==> src/shared/slcc_pkg.sv <==
// package of constants and types for the system link channel control
package slcc_pkg;

  // ************************************************
  // storage and character layout
  // ************************************************
  localparam int STORE_AW = 8;
  localparam int CHAR_W = 8;
  localparam int CHAR_MARK_BIT = 7;
  localparam logic [6:0] GROUP_MARK_CODE = 7'h3f;

  // ************************************************
  // apb register offsets
  // ************************************************
  localparam int APB_AW = 8;
  localparam logic [7:0] OFS_CTRL = 8'h00;
  localparam logic [7:0] OFS_ADDR = 8'h04;
  localparam logic [7:0] OFS_INDIC = 8'h08;
  localparam logic [7:0] OFS_STAT = 8'h0c;
  localparam logic [7:0] OFS_IRQ_STAT = 8'h10;
  localparam logic [7:0] OFS_IRQ_MASK = 8'h14;
  localparam logic [7:0] OFS_MEM_PTR = 8'h18;
  localparam logic [7:0] OFS_MEM_DATA = 8'h1c;

  // ************************************************
  // control register fields
  // ************************************************
  localparam int CTRL_READ = 0;
  localparam int CTRL_WRITE = 1;
  localparam int CTRL_SEND_REQ = 2;
  localparam int CTRL_EOT_RESET = 3;
  localparam int CTRL_RESTART = 4;
  localparam int CTRL_LOAD_MODE = 5;

  // ************************************************
  // indicator register fields (bit = code - 1)
  // ************************************************
  localparam int IND_PEER_ERROR = 0;
  localparam int IND_PEER_ENDED = 1;
  localparam int IND_PEER_WANT_SEND = 3;
  localparam int IND_PEER_WRITE = 5;
  localparam int IND_PEER_READ = 6;
  localparam int IND_PEER_STOPPED = 7;

  // ************************************************
  // status register fields
  // ************************************************
  localparam int ST_BUSY = 0;
  localparam int ST_HALTED = 1;
  localparam int ST_ERROR = 2;
  localparam int ST_ENDED = 3;
  localparam int ST_EOT_PENDING = 4;
  localparam int ST_WANT_SEND = 5;

  // ************************************************
  // interrupt fields and reset values
  // ************************************************
  localparam int IRQ_W = 4;
  localparam int IRQ_DONE = 0;
  localparam int IRQ_WANT_SEND = 1;
  localparam int IRQ_PEER_READ = 2;
  localparam int IRQ_PEER_WRITE = 3;
  localparam logic [IRQ_W-1:0] IRQ_MASK_RST = 4'h0;
  localparam logic [STORE_AW-1:0] ADDR_RST = 8'h00;

  typedef enum {XF_IDLE, XF_READ_WAIT, XF_WRITE_WAIT, XF_RX, XF_TX} slcc_xfer_t;

endpackage

==> src/hdl/slcc_store.sv <==
// character storage with two read ports and one write port
`timescale 1ns/1ns
module slcc_store (
  input wire logic clk,
  input wire logic we,
  input wire logic [slcc_pkg::STORE_AW-1:0] waddr,
  input wire logic [slcc_pkg::CHAR_W-1:0] wdata,
  input wire logic [slcc_pkg::STORE_AW-1:0] raddr_a,
  output logic [slcc_pkg::CHAR_W-1:0] rdata_a,
  input wire logic [slcc_pkg::STORE_AW-1:0] raddr_b,
  output logic [slcc_pkg::CHAR_W-1:0] rdata_b
);
  import slcc_pkg::*;

  logic [CHAR_W-1:0] mem [0:(1<<STORE_AW)-1];

  always_ff @(posedge clk) begin
    if (we) begin
      mem[waddr] <= wdata;
    end
  end

  assign rdata_a = mem[raddr_a];
  assign rdata_b = mem[raddr_b];

endmodule // slcc_store

==> src/hdl/slcc_top.sv <==
// channel control between two peer machines, apb slave and link
`timescale 1ns/1ns

// Operation
// - transfer runs until a group-mark with word-mark is met; then end signal sent
// - while attempting a read, a level tells the peer (its code 7)
// - while attempting a write, a level tells the peer (its code 6)
// - code 8 indicator shows whether the peer is running or stopped
// - code 4 indicator shows the peer announced it wants to send
// - send-request command signals the peer that this machine wants to send
// - on a transfer error, run the transfer to its end then halt
// - code 1 indicator reports a transfer error in the peer
// - code 2 indicator reports that the peer terminated the transfer
// - eot-reset command clears the peer's end-of-transmission circuitry
// - a read attempt moves nothing until the peer executes a matching write
// - a write does not start while the receiving peer is halted
// - storage address register holds the position reached after a transfer
// - receiver ending without sender's end shows input area was exhausted
// - move mode sends seven bits without mark; load mode includes the mark
module slcc_top (
  input wire logic clk,
  input wire logic reset,
  input wire logic psel,
  input wire logic penable,
  input wire logic pwrite,
  input wire logic [slcc_pkg::APB_AW-1:0] paddr,
  input wire logic [31:0] pwdata,
  output logic [31:0] prdata,
  output logic pready,
  output logic pslverr,
  output logic irq,
  output logic lnk_running,
  output logic lnk_want_send,
  output logic lnk_read_attempt,
  output logic lnk_write_attempt,
  output logic lnk_error,
  output logic lnk_ended,
  output logic lnk_end_pulse,
  output logic lnk_eot_reset,
  output logic [slcc_pkg::CHAR_W-1:0] lnk_char,
  output logic lnk_char_valid,
  output logic lnk_char_parity,
  input wire logic peer_running,
  input wire logic peer_want_send,
  input wire logic peer_read_attempt,
  input wire logic peer_write_attempt,
  input wire logic peer_error,
  input wire logic peer_ended,
  input wire logic peer_end_pulse,
  input wire logic peer_eot_reset,
  input wire logic [slcc_pkg::CHAR_W-1:0] peer_char,
  input wire logic peer_char_valid,
  input wire logic peer_char_parity
);
  import slcc_pkg::*;

  // ************************************************
  // state
  // ************************************************
  slcc_xfer_t state_reg, state_next;
  logic [STORE_AW-1:0] addr_reg, addr_next;
  logic [STORE_AW-1:0] mem_ptr_reg, mem_ptr_next;
  logic load_mode_reg, load_mode_next;
  logic halted_reg, halted_next;
  logic error_reg, error_next;
  logic ended_reg, ended_next;
  logic pending_reg, pending_next;
  logic want_send_reg, want_send_next;
  logic end_pulse_reg, end_pulse_next;
  logic eot_reset_reg, eot_reset_next;
  logic [CHAR_W-1:0] char_reg, char_next;
  logic char_valid_reg, char_valid_next;
  logic [IRQ_W-1:0] irq_stat_reg, irq_stat_next;
  logic [IRQ_W-1:0] irq_mask_reg, irq_mask_next;
  logic irq_reg, irq_next;
  logic [2:0] peer_prev_reg, peer_prev_next;
  logic [31:0] prdata_reg, prdata_next;

  logic [CHAR_W-1:0] store_rd_a;
  logic [CHAR_W-1:0] store_rd_b;
  logic store_we;
  logic [STORE_AW-1:0] store_waddr;
  logic [CHAR_W-1:0] store_wdata;

  logic apb_setup;
  logic apb_acc;
  logic apb_wr;
  logic mapped;
  logic [5:0] cmd;
  logic [IRQ_W-1:0] events;
  logic [IRQ_W-1:0] w1c;
  logic at_group_mark;
  logic can_start;
  logic finish;
  logic [7:0] indic;
  logic [7:0] stat;

  slcc_store u_store (
    .clk(clk),
    .we(store_we),
    .waddr(store_waddr),
    .wdata(store_wdata),
    .raddr_a(addr_reg),
    .rdata_a(store_rd_a),
    .raddr_b(mem_ptr_reg),
    .rdata_b(store_rd_b)
  );

  // ************************************************
  // next-state logic
  // ************************************************
  always_comb begin
    state_next = state_reg;
    addr_next = addr_reg;
    mem_ptr_next = mem_ptr_reg;
    load_mode_next = load_mode_reg;
    halted_next = halted_reg;
    error_next = error_reg;
    ended_next = ended_reg;
    pending_next = pending_reg;
    want_send_next = want_send_reg;
    end_pulse_next = 1'b0;
    eot_reset_next = 1'b0;
    char_next = char_reg;
    char_valid_next = 1'b0;
    irq_mask_next = irq_mask_reg;
    prdata_next = prdata_reg;
    store_we = 1'b0;
    store_waddr = addr_reg;
    store_wdata = store_rd_a;
    finish = 1'b0;

    apb_setup = psel & ~penable;
    apb_acc = psel & penable;
    apb_wr = apb_acc & pwrite;
    mapped = (paddr == OFS_CTRL) || (paddr == OFS_ADDR) || (paddr == OFS_INDIC) || (paddr == OFS_STAT) ||
             (paddr == OFS_IRQ_STAT) || (paddr == OFS_IRQ_MASK) || (paddr == OFS_MEM_PTR) ||
             (paddr == OFS_MEM_DATA);
    cmd = (apb_wr && paddr == OFS_CTRL) ? pwdata[5:0] : 6'h00;
    w1c = (apb_wr && paddr == OFS_IRQ_STAT) ? pwdata[IRQ_W-1:0] : 4'h0;

    // indicators are live peer levels, reading leaves them alone
    indic = 8'h00;
    indic[IND_PEER_ERROR] = peer_error;
    indic[IND_PEER_ENDED] = peer_ended;
    indic[IND_PEER_WANT_SEND] = peer_want_send;
    indic[IND_PEER_WRITE] = peer_write_attempt;
    indic[IND_PEER_READ] = peer_read_attempt;
    indic[IND_PEER_STOPPED] = ~peer_running;
    stat = 8'h00;
    stat[ST_BUSY] = (state_reg != XF_IDLE);
    stat[ST_HALTED] = halted_reg;
    stat[ST_ERROR] = error_reg;
    stat[ST_ENDED] = ended_reg;
    stat[ST_EOT_PENDING] = pending_reg;
    stat[ST_WANT_SEND] = want_send_reg;

    at_group_mark = store_rd_a[CHAR_MARK_BIT] && (store_rd_a[6:0] == GROUP_MARK_CODE);
    can_start = ~halted_reg & ~pending_reg;

    // register writes
    if (apb_wr && paddr == OFS_CTRL) begin
      load_mode_next = pwdata[CTRL_LOAD_MODE];
    end
    if (apb_wr && paddr == OFS_ADDR && state_reg == XF_IDLE) begin
      addr_next = pwdata[STORE_AW-1:0];
    end
    if (apb_wr && paddr == OFS_IRQ_MASK) begin
      irq_mask_next = pwdata[IRQ_W-1:0];
    end
    if (apb_wr && paddr == OFS_MEM_PTR) begin
      mem_ptr_next = pwdata[STORE_AW-1:0];
    end
    if (apb_acc && paddr == OFS_MEM_DATA && state_reg != XF_RX) begin
      if (pwrite) begin
        store_we = 1'b1;
        store_waddr = mem_ptr_reg;
        store_wdata = pwdata[CHAR_W-1:0];
      end
      mem_ptr_next = mem_ptr_reg + 8'h01;
    end

    // want-send level stays until the peer starts reading
    if (peer_read_attempt) begin
      want_send_next = 1'b0;
    end
    if (cmd[CTRL_SEND_REQ]) begin
      want_send_next = 1'b1;
    end
    eot_reset_next = cmd[CTRL_EOT_RESET];
    if (cmd[CTRL_RESTART]) begin
      halted_next = 1'b0;
    end
    if (peer_eot_reset) begin
      ended_next = 1'b0;
      error_next = 1'b0;
      pending_next = 1'b0;
    end

    // transfer sequencer
    case (state_reg)
      XF_IDLE: begin
        if (cmd[CTRL_READ] && can_start) begin
          state_next = XF_READ_WAIT;
        end else if (cmd[CTRL_WRITE] && can_start) begin
          state_next = XF_WRITE_WAIT;
        end
      end
      XF_READ_WAIT: begin
        if (peer_write_attempt && peer_running) begin
          state_next = XF_RX;
        end
      end
      XF_WRITE_WAIT: begin
        if (peer_read_attempt && peer_running) begin
          state_next = XF_TX;
        end
      end
      XF_TX: begin
        if (peer_end_pulse) begin
          finish = 1'b1;
        end else if (at_group_mark) begin
          finish = 1'b1;
          end_pulse_next = 1'b1;
          ended_next = 1'b1;
        end else begin
          char_next = load_mode_reg ? store_rd_a : {1'b0, store_rd_a[6:0]};
          char_valid_next = 1'b1;
          addr_next = addr_reg + 8'h01;
        end
      end
      XF_RX: begin
        if (peer_char_valid) begin
          if (at_group_mark) begin
            finish = 1'b1;
            end_pulse_next = 1'b1;
            ended_next = 1'b1;
          end else begin
            store_we = 1'b1;
            store_waddr = addr_reg;
            store_wdata = load_mode_reg ? peer_char : {store_rd_a[CHAR_MARK_BIT], peer_char[6:0]};
            addr_next = addr_reg + 8'h01;
            if (~^{peer_char, peer_char_parity}) begin
              error_next = 1'b1;
            end
          end
        end
        if (peer_end_pulse) begin
          finish = 1'b1;
        end
      end
      default: begin
        state_next = XF_IDLE;
      end
    endcase
    if (finish) begin
      state_next = XF_IDLE;
      pending_next = 1'b1;
      halted_next = halted_next | error_next;
    end

    // sticky events, a new event wins over a clear
    peer_prev_next = {peer_write_attempt, peer_read_attempt, peer_want_send};
    events = 4'h0;
    events[IRQ_DONE] = finish;
    events[IRQ_WANT_SEND] = peer_want_send & ~peer_prev_reg[0];
    events[IRQ_PEER_READ] = peer_read_attempt & ~peer_prev_reg[1];
    events[IRQ_PEER_WRITE] = peer_write_attempt & ~peer_prev_reg[2];
    irq_stat_next = (irq_stat_reg & ~w1c) | events;
    irq_next = |(irq_stat_next & irq_mask_next);

    // read data is captured in the setup phase
    if (apb_setup) begin
      case (paddr)
        OFS_CTRL: prdata_next = {26'h0, load_mode_reg, 5'h00};
        OFS_ADDR: prdata_next = {24'h0, addr_reg};
        OFS_INDIC: prdata_next = {24'h0, indic};
        OFS_STAT: prdata_next = {24'h0, stat};
        OFS_IRQ_STAT: prdata_next = {28'h0, irq_stat_reg};
        OFS_IRQ_MASK: prdata_next = {28'h0, irq_mask_reg};
        OFS_MEM_PTR: prdata_next = {24'h0, mem_ptr_reg};
        OFS_MEM_DATA: prdata_next = {24'h0, store_rd_b};
        default: prdata_next = 32'h0;
      endcase
    end
  end

  // ************************************************
  // registers
  // ************************************************
  always_ff @(posedge clk) begin
    if (reset) begin
      state_reg <= XF_IDLE;
      addr_reg <= ADDR_RST;
      mem_ptr_reg <= ADDR_RST;
      load_mode_reg <= 1'b0;
      halted_reg <= 1'b0;
      error_reg <= 1'b0;
      ended_reg <= 1'b0;
      pending_reg <= 1'b0;
      want_send_reg <= 1'b0;
      end_pulse_reg <= 1'b0;
      eot_reset_reg <= 1'b0;
      char_reg <= 8'h00;
      char_valid_reg <= 1'b0;
      irq_stat_reg <= 4'h0;
      irq_mask_reg <= IRQ_MASK_RST;
      irq_reg <= 1'b0;
      peer_prev_reg <= 3'h0;
      prdata_reg <= 32'h0;
    end else begin
      state_reg <= state_next;
      addr_reg <= addr_next;
      mem_ptr_reg <= mem_ptr_next;
      load_mode_reg <= load_mode_next;
      halted_reg <= halted_next;
      error_reg <= error_next;
      ended_reg <= ended_next;
      pending_reg <= pending_next;
      want_send_reg <= want_send_next;
      end_pulse_reg <= end_pulse_next;
      eot_reset_reg <= eot_reset_next;
      char_reg <= char_next;
      char_valid_reg <= char_valid_next;
      irq_stat_reg <= irq_stat_next;
      irq_mask_reg <= irq_mask_next;
      irq_reg <= irq_next;
      peer_prev_reg <= peer_prev_next;
      prdata_reg <= prdata_next;
    end
  end

  // ************************************************
  // outputs
  // ************************************************
  assign prdata = prdata_reg;
  assign pready = psel & penable;
  assign pslverr = psel & penable & ~mapped;
  assign irq = irq_reg;
  assign lnk_running = ~halted_reg;
  assign lnk_want_send = want_send_reg;
  assign lnk_read_attempt = (state_reg == XF_READ_WAIT) || (state_reg == XF_RX);
  assign lnk_write_attempt = (state_reg == XF_WRITE_WAIT) || (state_reg == XF_TX);
  assign lnk_error = error_reg;
  assign lnk_ended = ended_reg;
  assign lnk_end_pulse = end_pulse_reg;
  assign lnk_eot_reset = eot_reset_reg;
  assign lnk_char = char_reg;
  assign lnk_char_valid = char_valid_reg;
  assign lnk_char_parity = ~^char_reg;

endmodule // slcc_top

==> config.mk <==
export PLATFORM = sky130hd
export DESIGN_NAME = slcc_top
export DESIGN_NICKNAME = d
export VERILOG_FILES = /design/src/shared/slcc_pkg.sv /design/src/hdl/slcc_store.sv /design/src/hdl/slcc_top.sv
export SDC_FILE = /design/constraint.sdc
export NUM_CORES = 2
export LEC_CHECK = 0
export BUFFER_PORTS_ARGS = -buffer_cell sky130_fd_sc_hd__buf_2
export CELL_PAD_IN_SITES_DETAIL_PLACEMENT = 1
export CELL_PAD_IN_SITES_GLOBAL_PLACEMENT = 1
export CORE_UTILIZATION = 30
export DETAILED_ROUTE_END_ITERATION = 8
export MAX_ROUTING_LAYER = met4
export PLACE_DENSITY_LB_ADDON = 0.08
export SYNTH_ARGS = -nofsm -noshare
export SYNTH_HDL_FRONTEND = slang
export SYNTH_SLANG_ARGS = --single-unit
==> constraint.sdc <==
create_clock -name clk -period 18.03 [get_ports clk]
set_input_delay 2.7045 -clock clk [delete_from_list [all_inputs] [get_ports clk]]
set_output_delay 2.7045 -clock clk [all_outputs]
set_load 0.02 [all_outputs]
==> flow_summary.toml <==
[power_and_ir_drop]
leakage_power_total_nw = 33.3
ir_worst_vdd_mv = 0.0605
p_clk_share_pct = 49.3
internal_power_mw = 8.37
power.combinational.fraction_pct = 0.4
power.density_cell_area_mw_per_mm2 = 92.1
power.sequential.fraction_pct = 50.3
switching_power_mw = 2.18
sw_frac_of_total_pct = 20.7

[cts]
cts.hold.buffers_added = 0
cts_setup_buffers = 0
h-tree-depth = 5
post_cts_resized = 0
clock-root-buffer = "clkbuf_16"
clock_slew_at_the_register_clock_pins_of_the_worst_setup_and_hold_paths_ps = 60
tritoncts.num_buffers = 263
clock_sink_count = 2112
clk_path_buf_depth = 4
worstSkewPairLatency_ps = 900
cts_tree = "built"

[route]
number_of_drc_markers_after_the_initial_detailed_route_iteration = 5487
detailroute.via_count = 56900
postRouteWirelength_mm = 394
routedWlPerCell_um = 39.5
detailedRoute.firstPassIterationCount = 5
post-route-drc-count = 0
number_of_vias_per_cell = 5.71
ant_nets = 0

[cells_and_area]
layout.cells.most_common_list = "edfxtp_1, mux4_2, nor2_1"
final_cells = 9957
layout-drive-gt1-share_pct = 33.4
final_common_cell = "edfxtp_1"
largest_register_ffs = 2048
net_count_of_the_finished_layout = 5425
area_growth_syn_to_layout_pct = 13.9
largest-register = "u_store.mem"
register_area_sq_mm = 0.0628
multi_input_area_sq_mm = 0.0352
fill_cell_count = 32800

[sta]
max_slew.worst_pin.slew_ps = 1460
timing.final.setup_violations = 0
final_min_period_over_clock_period_pct = 56.3
maxSlewHeadroom_pct = 1.86
timing.final.max_slew_violations = 0
grt_setup_unrepaired = "false"
setup-tns-final_ps = 0
worst_clock_skew_ps = 33.9
report.final.hold_viol_count = 0
max_freq_ghz = 0.0985
hold-worst-slack_ps = 454
finalWorstPathRequiredPeriod_ps = 10150

[logic_synthesis]
yosys_register_bits = 2112
yosys_warnings = 0
postSynth.asyncResetShare_pct = 0
seq_area_frac_synth_pct = 62.4
synth_area_per_cell_sq_um = 19.6
syn_area_sq_mm = 0.101
synth.distinct_cells = 96
postSynth.topFlopCell = "edfxtp_1"
synth_enable_flop_cells = 2048
netlist_instances = 5141

[global_route]
grt_first_pass_wirelength_mm = 535
global_route.usage.total_pct = 23.7
number_of_antenna_violations_at_the_first_check_in_global_routing = 20
number_of_global_route_vias_before_repair = 59500
grt_overflow_total = 0
grt_start_max_net_pins = 192

[placement]
dp_hpwl_mm = 261
place.gp.congestion = 0.840
dp_cells = 9482
io_buffer_count = 67

[floorplanning]
floorplan.core_area_sq_mm = 0.334
num_rows = 212
dieArea_sq_mm = 0.338
fp.dieW_um = 581
die_height_um = 581
io_pins = 116
initial_standard_cell_utilization_of_the_core_pct = 30.1

[setup_path]
cp_max_fo = 89
cp-end-kind = "register"
crit_path_start_kind = "register"
critical_path_required_ps = 18560
path_class = "register to register"
cp.arrival_ps = 10680

[outcome]
failing_checks = "max-capacitance violations"
outcome = "complete, but fails checks"

[run]
cap_violations = 1

[hold_path]
timing.hold.worst.class = "register to register"
## synthesized netlist by cell type (all sizes together) (5+ instances only)
master | count | share of area (%)
or2 | 6 | 0.037
and3 | 15 | 0.095
o221ai | 18 | 0.16
mux2i | 201 | 2.0
a22o | 15 | 0.13
nor3b | 12 | 0.090
mux4 | 1135 | 26
clkbuf | 171 | 0.92
dfxtp | 64 | 1.3
nor2b | 27 | 0.17
o22ai | 22 | 0.14
nor4 | 15 | 0.11
nor2 | 365 | 1.4
o22a | 5 | 0.044
a2111oi | 6 | 0.058
and2b | 5 | 0.041
a21o | 7 | 0.052
a221oi | 29 | 0.25
nand2b | 15 | 0.093
nor3 | 34 | 0.19
or3 | 7 | 0.049
nand2 | 169 | 0.63
a21oi | 85 | 0.46
o21ai | 48 | 0.24
edfxtp | 2048 | 61
a22oi | 116 | 0.88
xnor2 | 15 | 0.13
a32oi | 11 | 0.11
and2 | 16 | 0.11
nand3 | 41 | 0.20
buf | 253 | 1.9
o211ai | 10 | 0.075
inv | 22 | 0.082
o31ai | 9 | 0.067
a211oi | 17 | 0.13
mux2 | 15 | 0.17
nand4 | 9 | 0.056
a31oi | 22 | 0.14
## final cells by class
class | count | area share, %
Sequential cell | 2112 | 54.8
Multi-Input combinational cell | 2602 | 30.8
Clock buffer | 331 | 6.26
Tap cell | 4387 | 4.79
Timing Repair Buffer | 356 | 2.32
Clock inverter | 132 | 0.933
Inverter | 25 | 0.0830
Antenna cell | 12 | 0.0262
## metal layers
metal | GRT usage [%] | vias to the layer above | wire length [um]
met5 | - | - | 0
met1 | 31.9 | 32000 | 173000
met2 | 38.0 | 1809 | 191000
met3 | 2.97 | 456 | 19400
met4 | 6.06 | 0 | 10900
li1 | - | 22600 | -
## path summary, 6_finish.rpt
kind | from | endpoint | slack [ps] | cells past startpoint
worst max-delay path | addr_reg[0] | u_store.mem[105][2] | 7880 | 16
worst min-delay path | prdata[3] | prdata[3] | 450 | 2
worst max register to register | addr_reg[0] | u_store.mem[105][2] | 7880 | 16
worst min register to register | prdata[3] | prdata[3] | 450 | 2
## critical path, stage by stage, from the launching register on
cell	delay [ps]
dfxtp_4	740
buf_12	430
buf_4	660
buf_4	620
mux4_2	620
a22oi_1	240
a21oi_1	170
nor4_1	1060
nor2_1	490
nand2_1	500
nor3_4	120
a21oi_4	820
nor2_4	210
a211oi_4	340
buf_4	580
buf_4	760
buf_4	830
## per-stage QoR
step / instance area, sq um / utilization (%) / setup slack [ps] / power, mW
after floorplan: 101000 / - / 391 / 5.44
after global placement: 106000 / 31.9 / 7960 / 5.45
after detailed placement: 106000 / 31.9 / 7810 / 5.45
after CTS: 115000 / 34.3 / 7780 / 10.7
after global routing: 115000 / 34.3 / 7360 / 10.8
final: 115000 / 34.3 / 7880 / 10.6
## logic make-up after synthesis
kind of cell,synth area share [%]
AND/OR/NAND/NOR,3.38
flip-flops,62.4
AO/OA/AOI/OAI,3.27
buffers and inverters,2.89
XOR/XNOR,0.131
multiplexers,27.9
other,0.00373
adder cells (fa/ha/maj),0.0249
## power by group through the flow
| stage | clock (mW) | sequential, mW | combinational (mW) |
|---|---|---|---|
| finish | 5.20 | 5.30 | 0.0469 |
| global route | 5.48 | 5.30 | 0.0498 |
| floorplan | 0 | 5.41 | 0.0303 |
| global placement | 0 | 5.41 | 0.0469 |
| detailed placement | 0 | 5.41 | 0.0472 |
| CTS | 5.33 | 5.30 | 0.0472 |
No activity file was read; power rests on OpenSTA's default activity.
